[src/odec_pkg.sv]
// Notes on behaviour
// - Accumulator select picks exactly one of A or B as DSP target.
// - Write-back target is W13 direct or [W13] with W13 post-incremented by 2.
// - Bit selector is 4 bits, positions 0 to 15 of the word.
// - File-register address field covers 0 to 0x1FFF.
// - Unsigned 10-bit literal: 0..255 in byte size, 0..1023 in word size.
// - 23-bit program address literal must have its LSB at zero.
// - Unsigned literals of 1, 4, 5, 8, 14, 16 bits are zero-extended.
// - Signed literals of 6, 10, 16 bits are sign-extended.
// - Square operand pair uses one of W4..W7 for both factors.
// - Multiply pair is one of six distinct pairs from W4..W7.
// - X prefetch: W8/W9 with 0,+-2,+-4,+-6; or [W9+W12]; or none.
// - Y prefetch: W10/W11 with 0,+-2,+-4,+-6; or [W11+W12]; or none.
// - Prefetched X and Y data go to one of W4..W7.
// - Register fields select one of sixteen working registers W0..W15.
// - File result aimed at the default working register goes to W0.
// - Operand size is byte, word or double-word; word when not encoded.
// - DSP source: direct, indirect, pre/post inc/dec, base-register offset.
// - Divide takes dividend and divisor from directly addressed registers.
// - Five general status bits: carry, half carry, negative, wrap, zero.
// - Per-accumulator overflow and clip status bits.
// - Instruction is 24 bits with an 8-bit leading opcode.
package odec_pkg;
	// Instruction word shape
	localparam int unsigned INSN_W = 24;
	localparam int unsigned OPC_W  = 8;
	localparam int unsigned LIT_W  = 24;
	// Operand class in the top nibble of the opcode
	localparam logic [3:0] CLS_FILE  = 4'h1;
	localparam logic [3:0] CLS_BIT   = 4'h2;
	localparam logic [3:0] CLS_LIT10 = 4'h3;
	localparam logic [3:0] CLS_DEFAULT_WORKING_REG  = 4'h4;
	localparam logic [3:0] CLS_MAC   = 4'h5;
	localparam logic [3:0] CLS_SQR   = 4'h6;
	localparam logic [3:0] CLS_LITK  = 4'h7;
	localparam logic [3:0] CLS_PROG  = 4'h8;
	localparam logic [3:0] CLS_DIV   = 4'h9;
	localparam logic [3:0] CLS_DSRC  = 4'ha;
	// Operand sizes
	localparam logic [1:0] SZ_WORD  = 2'h0;
	localparam logic [1:0] SZ_BYTE  = 2'h1;
	localparam logic [1:0] SZ_DWORD = 2'h2;
	localparam logic [1:0] SZ_BAD   = 2'h3;
	// Register addressing modes
	localparam logic [2:0] M_DIR  = 3'h0;
	localparam logic [2:0] M_IND  = 3'h1;
	localparam logic [2:0] M_PINC = 3'h2;
	localparam logic [2:0] M_PDEC = 3'h3;
	localparam logic [2:0] M_INCP = 3'h4;
	localparam logic [2:0] M_DECP = 3'h5;
	localparam logic [2:0] M_OFFS = 3'h6;
	// Fixed registers
	localparam logic [3:0] REG_W0  = 4'h0;
	localparam logic [3:0] REG_W4  = 4'h4;
	localparam logic [3:0] REG_W8  = 4'h8;
	localparam logic [3:0] REG_W10 = 4'ha;
	localparam logic [3:0] REG_W13 = 4'hd;
	localparam logic [1:0] AWB_NONE = 2'h0;
	localparam logic [1:0] AWB_REG  = 2'h1;
	localparam logic [1:0] AWB_POST = 2'h2;
	localparam logic [7:0] BYTE_MAX = 8'hff;
	// Status flag bit positions
	localparam int unsigned FLB_CARRY = 0;
	localparam int unsigned FLB_HALF  = 1;
	localparam int unsigned FLB_NEG   = 2;
	localparam int unsigned FLB_WRAP  = 3;
	localparam int unsigned FLB_ZERO  = 4;
	localparam int unsigned FLB_OVA   = 5;
	localparam int unsigned FLB_OVB   = 6;
	localparam int unsigned FLB_CLA   = 7;
	localparam int unsigned FLB_CLB   = 8;
	localparam int unsigned FLAG_W    = 9;
	// APB register map
	localparam logic [7:0] OFS_CTRL  = 8'h00;
	localparam logic [7:0] OFS_STAT  = 8'h04;
	localparam logic [7:0] OFS_COUNT = 8'h08;
	localparam logic [7:0] OFS_FLAGS = 8'h0c;
	localparam int unsigned CTRL_EN  = 0;
	localparam int unsigned CTRL_SQ  = 1;
	localparam logic [1:0] CTRL_RST  = 2'h1;
	localparam int unsigned STAT_ILL = 0;

	// Zero or sign extension of a low field of w bits
	function automatic logic [LIT_W-1:0] odec_ext(input logic [15:0] raw, input logic [4:0] w,
		input logic sgn);
		logic [LIT_W-1:0] r;
		logic             top;
		r   = '0;
		top = sgn & raw[4'(w - 5'd1)];
		for (int i = 0; i < LIT_W; i++) begin
			if (i < 16 && i < int'(w)) begin
				r[i] = raw[i[3:0]];
			end else begin
				r[i] = top;
			end
		end
		return r;
	endfunction

	// Register modes allowed for plain source and destination fields
	function automatic logic odec_mode_ok(input logic [2:0] m);
		return m <= M_DECP;
	endfunction
endpackage

[src/odec_fetch_if.sv]
`timescale 1ns/1ps
`default_nettype none
interface odec_fetch_if;
	logic       [3:0] code;  // Raw prefetch field
	logic             en;    // Prefetch wanted
	logic       [3:0] ptr;   // Pointer register
	logic signed [3:0] adj;  // Post-adjustment in bytes
	logic             idx;   // Pointer offset by W12
	modport dec (input code, output en, ptr, adj, idx);
	modport use_side (output code, input en, ptr, adj, idx);
endinterface
`default_nettype wire

[src/odec_fetch_dec.sv]
`timescale 1ns/1ps
`default_nettype none
module odec_fetch_dec
	import odec_pkg::*;
#(
	parameter logic [3:0] PTR0 = REG_W8  // First of the two pointer registers
) (
	odec_fetch_if.dec f  // Code in, decoded fetch out
);
	logic [2:0] step;

	// Codes 0..6 use PTR0, 7..13 the next register, 14 indexed, 15 none
	always_comb begin
		step  = 3'h0;
		f.en  = 1'b1;
		f.idx = 1'b0;
		f.ptr = PTR0;
		f.adj = 4'sh0;
		if (f.code == 4'hf) begin
			f.en = 1'b0;
		end else if (f.code == 4'he) begin
			f.ptr = PTR0 + 4'h1;
			f.idx = 1'b1;
		end else begin
			step = (f.code >= 4'h7) ? 3'(f.code - 4'h7) : f.code[2:0];
			f.ptr = (f.code >= 4'h7) ? PTR0 + 4'h1 : PTR0;
			case (step)
				3'h0: f.adj = 4'sh6;
				3'h1: f.adj = 4'sh4;
				3'h2: f.adj = 4'sh2;
				3'h3: f.adj = 4'sh0;
				3'h4: f.adj = -4'sh6;
				3'h5: f.adj = -4'sh4;
				default: f.adj = -4'sh2;
			endcase
		end
	end
endmodule // odec_fetch_dec
`default_nettype wire

[src/odec_core.sv]
`timescale 1ns/1ps
`default_nettype none
module odec_core
	import odec_pkg::*;
#(
	parameter int unsigned CNT_W = 16  // Width of the decode counter
) (
	input  wire logic                pclk,          // Core clock
	input  wire logic                presetn,       // Async reset, active low
	input  wire logic [7:0]          paddr,         // APB address
	input  wire logic                psel,          // APB select
	input  wire logic                penable,       // APB access phase
	input  wire logic                pwrite,        // APB write
	input  wire logic [31:0]         pwdata,        // APB write data
	output logic      [31:0]         prdata,        // APB read data
	output logic                     pready,        // APB ready
	output logic                     pslverr,       // APB error
	input  wire logic                insn_valid,    // Fetch word valid
	input  wire logic [INSN_W-1:0]   insn_word,     // Fetched word
	input  wire logic [FLAG_W-1:0]   flag_we,       // Datapath flag write enables
	input  wire logic [FLAG_W-1:0]   flag_wd,       // Datapath flag values
	output logic                     dec_valid,     // Decoded word present
	output logic                     dec_illegal,   // Out-of-set operand
	output logic      [OPC_W-1:0]    dec_opcode,    // Leading opcode
	output logic      [3:0]          dec_class,     // Operand class
	output logic      [1:0]          dec_size,      // Operand size
	output logic                     acc_sel,       // 0 = A, 1 = B
	output logic      [1:0]          awb_sel,       // Write-back target
	output logic      [3:0]          base_reg,      // Base register
	output logic      [3:0]          src_reg,       // Source register
	output logic      [2:0]          src_mode,      // Source mode
	output logic      [3:0]          dst_reg,       // Destination register
	output logic      [2:0]          dst_mode,      // Destination mode
	output logic                     dst_default_working_reg,      // Result to W0
	output logic      [12:0]         file_addr,     // File register address
	output logic      [3:0]          bit_pos,       // Bit selector
	output logic      [LIT_W-1:0]    lit_value,     // Extended literal
	output logic      [3:0]          mul_a,         // Multiplicand register
	output logic      [3:0]          mul_b,         // Multiplier register
	output logic                     x_en,          // X prefetch wanted
	output logic      [3:0]          x_ptr,         // X pointer
	output logic signed [3:0]        x_adj,         // X post-adjust
	output logic                     x_idx,         // X indexed by W12
	output logic      [3:0]          x_dst,         // X prefetch target
	output logic                     y_en,          // Y prefetch wanted
	output logic      [3:0]          y_ptr,         // Y pointer
	output logic signed [3:0]        y_adj,         // Y post-adjust
	output logic                     y_idx,         // Y indexed by W12
	output logic      [3:0]          y_dst,         // Y prefetch target
	output logic      [FLAG_W-1:0]   status_flags   // Status bits
);
	if (CNT_W < 1 || CNT_W > 32) begin : g_chk
		$error("CNT_W must be 1 to 32");
	end

	typedef struct packed {
		logic [OPC_W-1:0]  opcode;
		logic [3:0]        cls;
		logic [1:0]        size;
		logic              illegal;
		logic              acc;
		logic [1:0]        result_writeback_target;
		logic [3:0]        base;
		logic [3:0]        src;
		logic [2:0]        src_m;
		logic [3:0]        dst;
		logic [2:0]        dst_m;
		logic              dst_w;
		logic [12:0]       faddr;
		logic [3:0]        bpos;
		logic [LIT_W-1:0]  lit;
		logic [3:0]        ma;
		logic [3:0]        mb;
		logic              xen;
		logic [3:0]        xptr;
		logic [3:0]        xadj;
		logic              xidx;
		logic [3:0]        xdst;
		logic              yen;
		logic [3:0]        yptr;
		logic [3:0]        yadj;
		logic              yidx;
		logic [3:0]        ydst;
	} odec_dec_s;

	typedef enum logic {ST_ONE, ST_ADDR_LO} odec_st_e;

	odec_st_e          st_q;
	odec_dec_s         d;
	odec_dec_s         dec_q;
	logic              dec_valid_q;
	logic [6:0]        hi_q;
	logic [OPC_W-1:0]  hi_op_q;
	logic [1:0]        ctrl_q;
	logic              ill_seen_q;
	logic [CNT_W-1:0]  cnt_q;
	logic [FLAG_W-1:0] flags_q;
	logic              ready_q;
	logic              err_q;
	logic [31:0]       rdata_q;
	logic [31:0]       rd;
	logic              hit;
	logic              take;
	logic              first_prog;
	logic              issue;
	logic              wr_fire;
	logic [2:0]        pair;
	logic [INSN_W-1:0] w;

	odec_fetch_if xif ();
	odec_fetch_if yif ();

	assign w        = insn_word;
	assign xif.code = w[15:12];
	assign yif.code = w[11:8];

	odec_fetch_dec #(.PTR0(REG_W8)) u_xdec (
		.f (xif)
	);

	odec_fetch_dec #(.PTR0(REG_W10)) u_ydec (
		.f (yif)
	);

	////////////////////////////////////////////////////////////////////////
	// Word acceptance
	////////////////////////////////////////////////////////////////////////

	// Program-address class holds its word back until the low half arrives
	assign take       = insn_valid & ctrl_q[CTRL_EN];
	assign first_prog = (st_q == ST_ONE) && (w[23:20] == CLS_PROG);
	assign issue      = take & ~first_prog;
	assign pair       = w[18:16];

	// Two-word tracker
	always_ff @(posedge pclk or negedge presetn) begin
		if (!presetn) begin
			st_q    <= ST_ONE;
			hi_q    <= 7'h00;
			hi_op_q <= 8'h00;
		end else if (take) begin
			case (st_q)
				ST_ONE: begin
					if (first_prog) begin
						st_q    <= ST_ADDR_LO;
						hi_q    <= w[6:0];
						hi_op_q <= w[23:16];
					end
				end
				ST_ADDR_LO: st_q <= ST_ONE;
				default: st_q <= ST_ONE;
			endcase
		end
	end

	////////////////////////////////////////////////////////////////////////
	// Operand field decode
	////////////////////////////////////////////////////////////////////////

	// One class per opcode nibble; every field value outside its set is illegal
	always_comb begin
		d        = '0;
		d.opcode = w[23:16];
		d.cls    = w[23:20];
		d.size   = SZ_WORD;
		if (st_q == ST_ADDR_LO) begin
			d.cls     = CLS_PROG;
			d.opcode  = hi_op_q;
			d.lit     = {1'b0, hi_q, w[15:0]};
			// Second word must carry a zero opcode and an even address
			d.illegal = (w[23:16] != 8'h00) | w[0];
		end else begin
			case (w[23:20])
				CLS_FILE: begin
					d.size  = w[19:18];
					d.faddr = w[12:0];
					d.dst_w = ~w[13];
					d.dst   = REG_W0;
				end
				CLS_BIT: begin
					d.bpos    = w[15:12];
					d.src     = w[3:0];
					d.src_m   = w[6:4];
					d.illegal = ~odec_mode_ok(w[6:4]);
				end
				CLS_LIT10: begin
					d.size    = w[19:18];
					d.dst     = w[3:0];
					d.lit     = odec_ext({6'h00, w[13:4]}, 5'd10, 1'b0);
					// Byte size narrows the legal range to one byte
					d.illegal = (w[19:18] == SZ_BYTE) && (w[13:4] > 10'(BYTE_MAX));
				end
				CLS_DEFAULT_WORKING_REG: begin
					d.size    = w[19:18];
					d.base    = w[17:14];
					d.dst_m   = w[13:11];
					d.dst     = w[10:7];
					d.src_m   = w[6:4];
					d.src     = w[3:0];
					d.illegal = ~odec_mode_ok(w[13:11]) | ~odec_mode_ok(w[6:4]);
				end
				CLS_MAC, CLS_SQR: begin
					d.acc  = w[19];
					d.result_writeback_target  = w[3:2];
					d.xen  = xif.en;
					d.xptr = xif.ptr;
					d.xadj = xif.adj;
					d.xidx = xif.idx;
					d.yen  = yif.en;
					d.yptr = yif.ptr;
					d.yadj = yif.adj;
					d.yidx = yif.idx;
					d.xdst = REG_W4 + {2'h0, w[7:6]};
					d.ydst = REG_W4 + {2'h0, w[5:4]};
					if (w[23:20] == CLS_SQR) begin
						d.ma      = REG_W4 + {2'h0, pair[1:0]};
						d.mb      = REG_W4 + {2'h0, pair[1:0]};
						d.illegal = pair[2];
					end else begin
						// Six distinct pairs; the last two codes have no pair
						case (pair)
							3'h0: {d.ma, d.mb} = {4'h4, 4'h5};
							3'h1: {d.ma, d.mb} = {4'h4, 4'h6};
							3'h2: {d.ma, d.mb} = {4'h4, 4'h7};
							3'h3: {d.ma, d.mb} = {4'h5, 4'h6};
							3'h4: {d.ma, d.mb} = {4'h5, 4'h7};
							3'h5: {d.ma, d.mb} = {4'h6, 4'h7};
							default: d.illegal = 1'b1;
						endcase
					end
					if (w[3:2] != AWB_NONE) begin
						d.dst   = REG_W13;
						d.dst_m = (w[3:2] == AWB_POST) ? M_PINC : M_DIR;
					end
					if (w[3:2] > AWB_POST) begin
						d.illegal = 1'b1;
					end
				end
				CLS_LITK: begin
					case (w[19:16])
						4'h0: d.lit = odec_ext(w[15:0], 5'd1, 1'b0);
						4'h1: d.lit = odec_ext(w[15:0], 5'd4, 1'b0);
						4'h2: d.lit = odec_ext(w[15:0], 5'd5, 1'b0);
						4'h3: d.lit = odec_ext(w[15:0], 5'd8, 1'b0);
						4'h4: d.lit = odec_ext(w[15:0], 5'd14, 1'b0);
						4'h5: d.lit = odec_ext(w[15:0], 5'd16, 1'b0);
						4'h6: d.lit = odec_ext(w[15:0], 5'd6, 1'b1);
						4'h7: d.lit = odec_ext(w[15:0], 5'd10, 1'b1);
						4'h8: d.lit = odec_ext(w[15:0], 5'd16, 1'b1);
						default: d.illegal = 1'b1;
					endcase
				end
				CLS_DIV: begin
					d.src     = w[7:4];
					d.base    = w[3:0];
					// No room for modes: any bit above the pair is illegal
					d.illegal = (w[19:8] != 12'h000);
				end
				CLS_DSRC: begin
					d.acc     = w[19];
					d.src_m   = w[18:16];
					d.src     = w[15:12];
					d.base    = w[11:8];
					d.lit     = odec_ext({10'h000, w[5:0]}, 5'd6, 1'b1);
					d.illegal = (w[18:16] > M_OFFS);
				end
				default: d.illegal = 1'b1;
			endcase
			if (d.size == SZ_BAD) begin
				d.illegal = 1'b1;
			end
		end
	end

	// Decoded word register; squash mode hides illegal words from execute
	always_ff @(posedge pclk or negedge presetn) begin
		if (!presetn) begin
			dec_valid_q <= 1'b0;
			dec_q       <= '0;
		end else begin
			dec_valid_q <= issue & ~(d.illegal & ctrl_q[CTRL_SQ]);
			if (issue) begin
				dec_q <= d;
			end
		end
	end

	////////////////////////////////////////////////////////////////////////
	// Status bits and counters
	////////////////////////////////////////////////////////////////////////

	// Software writes first, datapath updates override per bit
	always_ff @(posedge pclk or negedge presetn) begin
		if (!presetn) begin
			flags_q <= '0;
		end else begin
			for (int i = 0; i < FLAG_W; i++) begin
				if (flag_we[i]) begin
					flags_q[i] <= flag_wd[i];
				end else if (wr_fire && paddr == OFS_FLAGS) begin
					flags_q[i] <= pwdata[i];
				end
			end
		end
	end

	// Sticky illegal seen; a new event beats a same-cycle clear
	always_ff @(posedge pclk or negedge presetn) begin
		if (!presetn) begin
			ill_seen_q <= 1'b0;
		end else if (issue && d.illegal) begin
			ill_seen_q <= 1'b1;
		end else if (wr_fire && paddr == OFS_STAT && pwdata[STAT_ILL]) begin
			ill_seen_q <= 1'b0;
		end
	end

	// Decoded word counter, wraps silently
	always_ff @(posedge pclk or negedge presetn) begin
		if (!presetn) begin
			cnt_q <= '0;
		end else if (issue) begin
			cnt_q <= cnt_q + CNT_W'(1);
		end
	end

	////////////////////////////////////////////////////////////////////////
	// APB slave, one wait state
	////////////////////////////////////////////////////////////////////////

	assign wr_fire = psel & penable & ready_q & pwrite & ~err_q;

	// Read mux and decode of the mapped words
	always_comb begin
		hit = 1'b1;
		rd  = 32'h0000_0000;
		case (paddr)
			OFS_CTRL:  rd = {30'h0000_0000, ctrl_q};
			OFS_STAT:  rd = {16'h0000, dec_q.opcode, 7'h00, ill_seen_q};
			OFS_COUNT: rd = 32'(cnt_q);
			OFS_FLAGS: rd = {23'h00_0000, flags_q};
			default:   hit = 1'b0;
		endcase
	end

	// Control register steers decode enable and squash
	always_ff @(posedge pclk or negedge presetn) begin
		if (!presetn) begin
			ctrl_q <= CTRL_RST;
		end else if (wr_fire && paddr == OFS_CTRL) begin
			ctrl_q <= pwdata[1:0];
		end
	end

	// Registered answer keeps every bus output on a flop
	always_ff @(posedge pclk or negedge presetn) begin
		if (!presetn) begin
			ready_q <= 1'b0;
			err_q   <= 1'b0;
			rdata_q <= 32'h0000_0000;
		end else if (psel && penable && !ready_q) begin
			ready_q <= 1'b1;
			err_q   <= ~hit;
			rdata_q <= pwrite ? 32'h0000_0000 : rd;
		end else begin
			ready_q <= 1'b0;
			err_q   <= 1'b0;
		end
	end

	////////////////////////////////////////////////////////////////////////
	// Outputs
	////////////////////////////////////////////////////////////////////////

	assign prdata       = rdata_q;
	assign pready       = ready_q;
	assign pslverr      = err_q;
	assign status_flags = flags_q;
	assign dec_valid    = dec_valid_q;
	assign dec_illegal  = dec_q.illegal;
	assign dec_opcode   = dec_q.opcode;
	assign dec_class    = dec_q.cls;
	assign dec_size     = dec_q.size;
	assign acc_sel      = dec_q.acc;
	assign awb_sel      = dec_q.result_writeback_target;
	assign base_reg     = dec_q.base;
	assign src_reg      = dec_q.src;
	assign src_mode     = dec_q.src_m;
	assign dst_reg      = dec_q.dst;
	assign dst_mode     = dec_q.dst_m;
	assign dst_default_working_reg     = dec_q.dst_w;
	assign file_addr    = dec_q.faddr;
	assign bit_pos      = dec_q.bpos;
	assign lit_value    = dec_q.lit;
	assign mul_a        = dec_q.ma;
	assign mul_b        = dec_q.mb;
	assign x_en         = dec_q.xen;
	assign x_ptr        = dec_q.xptr;
	assign x_adj        = dec_q.xadj;
	assign x_idx        = dec_q.xidx;
	assign x_dst        = dec_q.xdst;
	assign y_en         = dec_q.yen;
	assign y_ptr        = dec_q.yptr;
	assign y_adj        = dec_q.yadj;
	assign y_idx        = dec_q.yidx;
	assign y_dst        = dec_q.ydst;
endmodule // odec_core
`default_nettype wire

[config.mk]
export PLATFORM = sky130hd
export DESIGN_NAME = odec_core
export DESIGN_NICKNAME = d
export VERILOG_FILES = /design/src/odec_pkg.sv /design/src/odec_fetch_if.sv /design/src/odec_fetch_dec.sv /design/src/odec_core.sv
export SDC_FILE = /design/constraint.sdc
export NUM_CORES = 1
export LEC_CHECK = 0
export ABC_AREA = 1
export BUFFER_PORTS_ARGS = -buffer_cell sky130_fd_sc_hd__buf_2
export CAP_MARGIN = 5
export CORE_ASPECT_RATIO = 1.25
export CORE_MARGIN = 3
export CORE_UTILIZATION = 45
export CTS_CLUSTER_DIAMETER = 100
export CTS_CLUSTER_SIZE = 16
export DETAILED_ROUTE_END_ITERATION = 10
export PLACE_DENSITY = 0.77
export SYNTH_ARGS = -nofsm -noshare
export SYNTH_HDL_FRONTEND = slang
export SYNTH_SLANG_ARGS = --single-unit
[constraint.sdc]
create_clock -name pclk -period 2 [get_ports pclk]
set_input_delay 0.4 -clock pclk [delete_from_list [all_inputs] [get_ports pclk]]
set_output_delay 0.4 -clock pclk [all_outputs]
set_load 0.01 [all_outputs]
==> impl_metrics.tcl, run 1 <==
set metrics [dict create \
    outcome "finished clean" \
    largest_reg_flops 24 \
    cts_tree "built" \
    cp-end-kind "flop" \
    num-nets-final 1337 \
    grt_max_degree 67 \
    ys.flop_type "dfrtp_1" \
    min_period_ns 1.85 \
    synth_top_family_by_area "simple AND/OR/NAND/NOR gates" \
    post_synth_instance_area_um2 8350 \
    max_cap_viol_count 0 \
    cts_max_level 4 \
    worstPathMaxFanout 12 \
    grt_pass1_vias 7401 \
    row_count 55 \
    max_freq_mhz 540 \
    worstPathRequired_ns 2.31 \
    design.die.area_um2 20200 \
    drt_iter0_drc 595 \
    p_per_area_nw_per_um2 705 \
    die_w_um 128 \
    dr.pass1.iters 6 \
    drc 0 \
    initial_utilization 0.460 \
    setup_viol 0 \
    layout_commonest_cell "nand2_1" \
    cts_sinks 163 \
    synthAdderAreaFrac 0.0120 \
    async_flop_share 1.00 \
    clk_pin_slew_ns 0.07 \
    portBuffers 197 \
    clock_latency_ns 0.44 \
    ys_ff_latch 163 \
    dp_cells 1449 \
    syn_to_final_growth_pct 23.6 \
    synthMuxAreaShare 0 \
    rsz0062_at_grt "false" \
    clk_path_buf_depth 2 \
    finalHoldViolCount 0 \
    hold_class "primary input to flop" \
    tightest_slew_ns 0.624 \
    overflow 0 \
    drive_gt1_frac 0.264 \
    syn_area_per_cell_um2 8.27 \
    ir_drop_uv 633 \
    period_share 0.926 \
    multi_input_area_um2 3580 \
    synthSimpleGateAreaFrac 0.224 \
    final-instance-count-excl-fill 1482 \
    dr_total_vias 7887 \
    final_cell_mix "nand2_1, buf_2, dfrtp_1" \
    n_antenna_cell 0 \
    synth.yosys.warnings 0 \
    antenna_found_initial 0 \
    regArea_um2 4080 \
    place.gp.congestion 0.998 \
    finalClockSkew_ns 0.0185 \
    yosysUniqueCellTypes 50 \
    cts_buffers 17 \
    hpwl_um 19100 \
    drv_slew 0 \
    core_um2 18200 \
    ys_seq_area_frac 0.488 \
    cp_data_arrival_time_ns 2.17 \
    synth_compound_area_frac 0.165 \
    critPathKind "flop to flop" \
    ant_nets 0 \
    root_buffer "clkbuf_16" \
    leakage_uw 0.00557 \
    synth_xor_area_frac 0.0168 \
    wl_per_cell_um 17.1 \
    grt_usage 0.251 \
    io-pin-count 246 \
    totalPowerFinal_uw 7280 \
    fillCellCount 1680 \
    maxSlewHeadroom 0.580 \
    vias_per_cell 5.32 \
    die_h_um 158 \
    synth_edf_count 0 \
    syn_inst 1010 \
    grt_pass1_wl_um 39400 \
    wl_um 25400 \
    startpoint_type "flop" \
    post_cts_buffers 0 \
]
path summary, 6_finish.rpt:
check                      slack, ns  cells past startpoint         endpoint  startpoint
setup / recovery                0.15                      7      dst_mode[1]   ctrl_q[0]
hold / removal                  0.16                      2  status_flags[8]  flag_we[8]
setup reg to reg                0.15                      7      dst_mode[1]   ctrl_q[0]
hold reg to reg                 0.47                      1       hi_op_q[7]  hi_op_q[7]
max in group asynchronous       0.96                      3     lit_value[6]     presetn
min in group asynchronous       0.41                      2        prdata[7]     presetn
per-stage QoR:
| step | utilization | hold WS (ns) | setup slack [ns] | setup TNS (ns) | area (µm²) |
|---|---|---|---|---|---|
| after floorplan | - | 0.104 | 0.385 | 0 | 8440 |
| after global placement | 0.536 | 0.286 | -0.0843 | -0.218 | 9740 |
| after detailed placement | 0.536 | 0.295 | -0.113 | -0.281 | 9740 |
| after CTS | 0.568 | 0.150 | 0.118 | 0 | 10300 |
| after global routing | 0.568 | 0.162 | 0.0381 | 0 | 10300 |
| final | 0.568 | 0.160 | 0.147 | 0 | 10300 |
power breakdown:
| group | leakage (µW) | internal, µW | switching, µW |
|---|---|---|---|
| registers | 0.00219 | 3340 | 34.9 |
| logic | 0.00311 | 224 | 457 |
| clock network | 0.000279 | 1750 | 1470 |
final cells by class:
cell class                 count  share of cell area
sequential                   163               0.395
timing repair buffer         253               0.141
clock inverter                14              0.0137
multi-input combinational    715               0.347
tap                          228              0.0276
clock buffer                  18              0.0416
inverter                      91              0.0341
critical path, cell delays in order, from the launching register on:
cell and delay [ns]:
dfstp_2 0.55, nand2_1 0.15, clkinv_1 0.13, nand2_4 0.16, inv_4 0.12, nand2_4 0.13, buf_4 0.19, o311ai_0 0.30
routing by layer:
layer	GRT usage	routed length, µm
met3	0.0440	1620
met5	0	0
met1	0.311	10100
met4	0.124	1200
met2	0.424	12400
cells in the mapped netlist (6+ instances only):
library cell	number	share of area
a21oi_1	61	0.037
a22o_1	6	0.0063
a22oi_1	10	0.0090
buf_2	11	0.0066
buf_4	40	0.036
clkbuf_1	11	0.0049
dfrtp_1	162	0.49
ha_1	8	0.012
inv_1	78	0.035
inv_2	6	0.0027
nand2_1	253	0.11
nand2_2	8	0.0060
nand3_1	45	0.027
nand4_1	8	0.0060
nor2_1	86	0.039
nor3_1	6	0.0036
o21ai_0	93	0.056
o21ai_1	19	0.011
o22ai_1	11	0.0082
o31ai_1	12	0.011
xor2_1	13	0.014
cell families after synthesis:
kind of cell,Yosys count
AND/OR/NAND/NOR,430
AO/OA/AOI/OAI,236
flip-flops,163
buffers and inverters,156
XOR/XNOR,16
adder cells (fa/ha/maj),8
other,1
repair_timing:
action / 4_1_cts / 5_1_grt
hold endpoints to repair: 24 / 0
hold buffers: 1 / 0
endpoints found under the setup margin: 0 / 1
resized for setup: 0 / 1
(Power assumes the default switching activity.)
==> run 2, diff against run 1 <==
- BUFFER_PORTS_ARGS: -buffer_cell sky130_fd_sc_hd__buf_2 -> default
- DONT_BUFFER_PORTS: default -> 1
- PLACE_DENSITY: 0.77 -> 0.66
- clock period: 2 -> 2.3 ns (I/O delays scaled with it)
==> run 2 against run 1 <==
  * The run now ends with hold timing left
  * Final cell count is 16% lower
  * Wire length is 0.87% lower
  * Sequential share of layout area is 5.3 points higher
==> impl_metrics.tcl, run 2 (synthesized netlist as in run 1, its figures left out) <==
set metrics [dict create \
    place.gp.congestion 0.967 \
    layout_setup_ws_ns 0.235 \
    violations "hold timing" \
    cp_cell_sequence "nor2_2 > nand2_4 > nand2_4 > inv_4 > nand2_4 > inv_4 > nand2_2 > o21ai_0" \
    n_antenna_cell 0 \
    clock_latency_ns 0.44 \
    initial_utilization 0.460 \
    layout_commonest_cell "nand2_1" \
    place_ws_ns 0.232 \
    cts_sinks 163 \
    startpoint_type "flop" \
    post_cts_resized 0 \
    dr.pass1.iters 6 \
    hold_class "primary input to async pin" \
    finalHoldViolCount 163 \
    fin_setup_tns_ns 0 \
    cts_buffers 17 \
    cp_top_family "simple AND/OR/NAND/NOR gates" \
    regArea_um2 4080 \
    grt_pass1_wl_um 38400 \
    slowest_delay_ns 0.58 \
    hpwl_um 18700 \
    grt_use_met3 0.0916 \
    period_share 0.898 \
    max_freq_mhz 484 \
    tightest_slew_ns 0.560 \
    cp_common_cell "nand2_4" \
    vias_per_cell 5.51 \
    multi_input_area_um2 3580 \
    totalPowerFinal_uw 6340 \
    design.die.area_um2 20200 \
    final_cell_mix "nand2_1, dfrtp_1, o21ai_0" \
    utilization 0.501 \
    clk_pin_slew_ns 0.07 \
    crit_buf_inv 2 \
    drc 0 \
    fillCellCount 1788 \
    clk_path_buf_depth 2 \
    core_um2 18200 \
    antenna_found_initial 0 \
    critPathKind "flop to flop" \
    grt_pass1_vias 6675 \
    die_h_um 158 \
    cts_max_level 4 \
    overflow 0 \
    cpMaxStageDelayCell "dfrtp_1" \
    worstPathMaxFanout 37 \
    cp-end-kind "flop" \
    reg2regPathDepth 8 \
    min_period_ns 2.06 \
    ir_drop_uv 504 \
    largest_reg_flops 24 \
    num-nets-final 1105 \
    grt_use_met2 0.420 \
    regToRegSetupSlack_ns 0.24 \
    cts_tree "built" \
    r2r_start "st_q" \
    cp_data_arrival_time_ns 2.41 \
    wl_per_cell_um 20.1 \
    worstPathRequired_ns 2.65 \
    use_met1 0.278 \
    max_cap_viol_count 0 \
    wl_um 25200 \
    dr_total_vias 6885 \
    portBuffers 0 \
    leakage_uw 0.00445 \
    hold_ws_ns -0.276 \
    setup_viol 0 \
    drt_iter0_drc 446 \
    outcome "complete, but fails checks" \
    root_buffer "clkbuf_16" \
    rsz0062_at_grt "false" \
    drv_slew 0 \
    syn_to_final_growth_pct 8.85 \
    busiest_layer "met2" \
    ant_nets 0 \
    io-pin-count 246 \
    r2r-end "dst_default_working_reg" \
    p_per_area_nw_per_um2 697 \
    grt_usage 0.248 \
    finalClockSkew_ns 0.00972 \
    drive_gt1_frac 0.0988 \
    row_count 55 \
    grt_max_degree 164 \
    post_cts_buffers 0 \
    die_w_um 128 \
    maxSlewHeadroom 0.623 \
]
==> run 2: cell types whose count changed in the layout (fill, tap and decap cells not counted), moves of 2 or more <==
cell	delta
buf_4	-32
bufinv_16	+2
buf_12	-2
clkinv_4	-3
buf_2	-196
inv_6	+2
==> run 2: metal layers <==
layer / up-vias / part of all wire
met5: - / 0
met2: 274 / 0.49
li1: 3273 / -
met1: 3278 / 0.38
met4: 0 / 0.043
met3: 60 / 0.091
==> run 2: report_power, final <==
part	internal [µW]	switching (µW)	leakage, µW
clock	1780	1270	0.000310
sequential	2910	57.2	0.00219
combinational	101	234	0.00196
total	4780	1560	0.00445
==> run 2: final cells by class <==
cell class | count | area share
sequential | 163 | 0.449
clock buffer | 18 | 0.0483
inverter | 91 | 0.0387
clock inverter | 14 | 0.0204
tap | 228 | 0.0314
multi-input combinational | 715 | 0.394
timing repair buffer | 21 | 0.0187
==> run 2: per-stage QoR <==
| stage | cell area [µm²] | hold WS [ns] | instances |
|---|---|---|---|
| 3_3_place_gp | 8470 | 0.173 | 1218 |
| 6_report | 9090 | -0.276 | 1250 |
| 5_1_grt | 9090 | -0.305 | 1250 |
| 4_1_cts | 9090 | -0.295 | 1250 |
| 3_5_place_dp | 8470 | 0.173 | 1218 |
| 2_1_floorplan | 8440 | 0.164 | 1034 |
==> run 2: worst max-delay path by stage <==
| stage | cells after the start | to | startpoint | slack (ns) |
|---|---|---|---|---|
| floorplan | 12 | ill_seen_q | insn_word[12] | 0.63 |
| global route | 8 | file_addr[0] | st_q | 0.1 |
| finish | 8 | dst_default_working_reg | st_q | 0.24 |
| global placement | 10 | file_addr[1] | insn_word[22] | 0.30 |
| CTS | 8 | dst_default_working_reg | ctrl_q[0] | 0.23 |
| detailed placement | 10 | dst_default_working_reg | insn_word[22] | 0.23 |
==> run 3, diff against run 2 <==
==> constraint.sdc (replaced) <==
create_clock -name pclk -period 2.3 [get_ports pclk]
set_input_delay 0 -clock pclk [delete_from_list [all_inputs] [get_ports pclk]]
set_output_delay 0 -clock pclk [all_outputs]
set_load 0.01 [all_outputs]
==> run 3 against run 2 <==
  * The run still ends with hold timing left
  * Register-to-register slack got worse by 0.13 ns
  * First-iteration DRC count up 28%
  * Fmax shrank 6.6%
  * Final cell count is 4.6% higher
  * Clock power decreased by 8.2%
  * Critical path depth stayed put
  * Power decreased by 2.2%
  * Core utilization grew 2.9 points
  * Wire length rose by 6.0%
  * Non-clock buffer count grew 54
  * Final area increased by 5.8%
  * Critical path type is now primary input to flop
  * Largest cell class unchanged
  * Largest power group is now registers
==> impl_metrics.tcl, run 3 (synthesized netlist as in run 1, its figures left out) <==
set metrics [dict create \
    fin_area_um2 9620 \
    grt_usage 0.259 \
    row_count 55 \
    cts_sinks 163 \
    die_h_um 158 \
    worstPathMaxFanout 7 \
    reg2regPathDepth 6 \
    layout_commonest_cell "nand2_1" \
    final_cell_mix "nand2_1, dfrtp_1, o21ai_0" \
    finalClockSkew_ns 0.0102 \
    drv_slew 0 \
    portBuffers 0 \
    r2r-end "hi_op_q[3]" \
    combPwrFrac 0.073 \
    cts_max_level 4 \
    dr_total_vias 7243 \
    hold_class "primary input to async pin" \
    dpl_cell_area_um2 8380 \
    core_um2 18200 \
    root_buffer "clkbuf_16" \
    finalHoldViolCount 163 \
    overflow 0 \
    clk_pin_slew_ns 0.08 \
    p_seq_frac 0.478 \
    cts_buffers 17 \
    max_cap_viol_count 0 \
    r2r_start "ctrl_q[0]" \
    power.internal_uw 4510 \
    place.gp.congestion 1.00 \
    grt_pass1_vias 6954 \
    sw_frac_of_total 0.273 \
    period_share 0.961 \
    hold_ws_ns -0.740 \
    antenna_found_initial 1 \
    cp_data_arrival_time_ns 2.58 \
    drive_gt1_frac 0.0939 \
    num-nets-final 1159 \
    clock_latency_ns 0.44 \
    wl_um 26700 \
    hpwl_um 18500 \
    ant_nets 0 \
    fin_setup_tns_ns 0 \
    p_sw_uw 1690 \
    dr.pass1.iters 6 \
    maxSlewHeadroom 0.593 \
    fillCellCount 1718 \
    setup_viol 0 \
    initial_utilization 0.460 \
    worstPathRequired_ns 2.67 \
    clk_path_buf_depth 2 \
    syn_to_final_growth_pct 15.1 \
    p_per_area_nw_per_um2 645 \
    regToRegSetupSlack_ns 0.11 \
    die_w_um 128 \
    largest_reg_flops 24 \
    design.die.area_um2 20200 \
    critPathKind "primary input to flop" \
    violations "hold timing" \
    vias_per_cell 5.54 \
    outcome "complete, but fails checks" \
    leakage_uw 0.00464 \
    rsz0062_at_grt "false" \
    cts_tree "built" \
    min_period_ns 2.21 \
    io-pin-count 246 \
    drc 0 \
    grt_max_degree 164 \
    drt_iter0_drc 569 \
    grt_pass1_wl_um 39800 \
    clkPwrFrac 0.449 \
    cp-end-kind "flop" \
    wl_per_cell_um 20.4 \
    startpoint_type "primary input" \
    tightest_slew_ns 0.605 \
    ir_drop_uv 520 \
    max_freq_mhz 452 \
]
[run 3: area by class of cell]
| class | count | area (µm²) | share of cell area |
|---|---|---|---|
| clock buffers | 17 | 425 | 0.0442 |
| inverters | 91 | 355 | 0.0369 |
| clock inverters | 15 | 153 | 0.0159 |
| repair buffers | 75 | 709 | 0.0738 |
| multi-input cells | 715 | 3600 | 0.375 |
| diodes | 3 | 7.51 | 0.000781 |
| well taps | 228 | 285 | 0.0297 |
| flip-flops and latches | 163 | 4080 | 0.424 |
[run 3: through the flow]
stage	total power, µW	utilization	cells	worst slack, ns
floorplan	3280	-	1034	0.762
global placement	3330	0.461	1208	0.351
detailed placement	3340	0.461	1208	0.299
CTS	6230	0.526	1299	0.0223
global route	6410	0.529	1306	0.0298
finish	6200	0.529	1307	0.0893
[run 3: worst max path at each step]
stage / end / from / slack (ns)
floorplan: cnt_q[13] / ctrl_q[0] / 0.76
global placement: file_addr[0] / ctrl_q[0] / 0.35
detailed placement: file_addr[5] / ctrl_q[0] / 0.30
CTS: ctrl_q[1] / penable / 0.02
global route: hi_op_q[3] / insn_word[20] / 0.03
finish: hi_op_q[3] / insn_word[20] / 0.09
[run 3: power groups by stage]
| stage | sequential, µW | clock, µW | combinational [µW] |
|---|---|---|---|
| final | 2960 | 2790 | 453 |
| after global routing | 2970 | 2950 | 492 |
| after CTS | 2960 | 2830 | 439 |
| after detailed placement | 3020 | 0 | 318 |
| after global placement | 3020 | 0 | 316 |
| after floorplan | 3000 | 0 | 282 |
[run 3: layer usage]
| metal | GRT usage | wire length, µm | vias up |
|---|---|---|---|
| met1 | 0.306 | 10000 | 3477 |
| met2 | 0.443 | 13300 | 314 |
| met4 | 0.123 | 1220 | 0 |
| met5 | 0 | 0 | - |
| li1 | - | - | 3392 |
| met3 | 0.0654 | 2110 | 60 |
[run 3: what timing repair did]
action                     4_1_cts  5_1_grt
resized for setup                0        7
hold buffers                    59        1
setup buffers                    0        5
hold endpoints to repair       298      165
setup endpoints to repair        0       10
[run 3: worst max-delay path: stages]
cell           delay [ns]
dlygate4sd3_1        0.64
nor2_1               0.38
nand2_4              0.13
nor2_4               0.19
nand2_1              0.06
dlygate4sd3_1        0.55
o21ai_0              0.06
dlygate4sd3_1        0.56
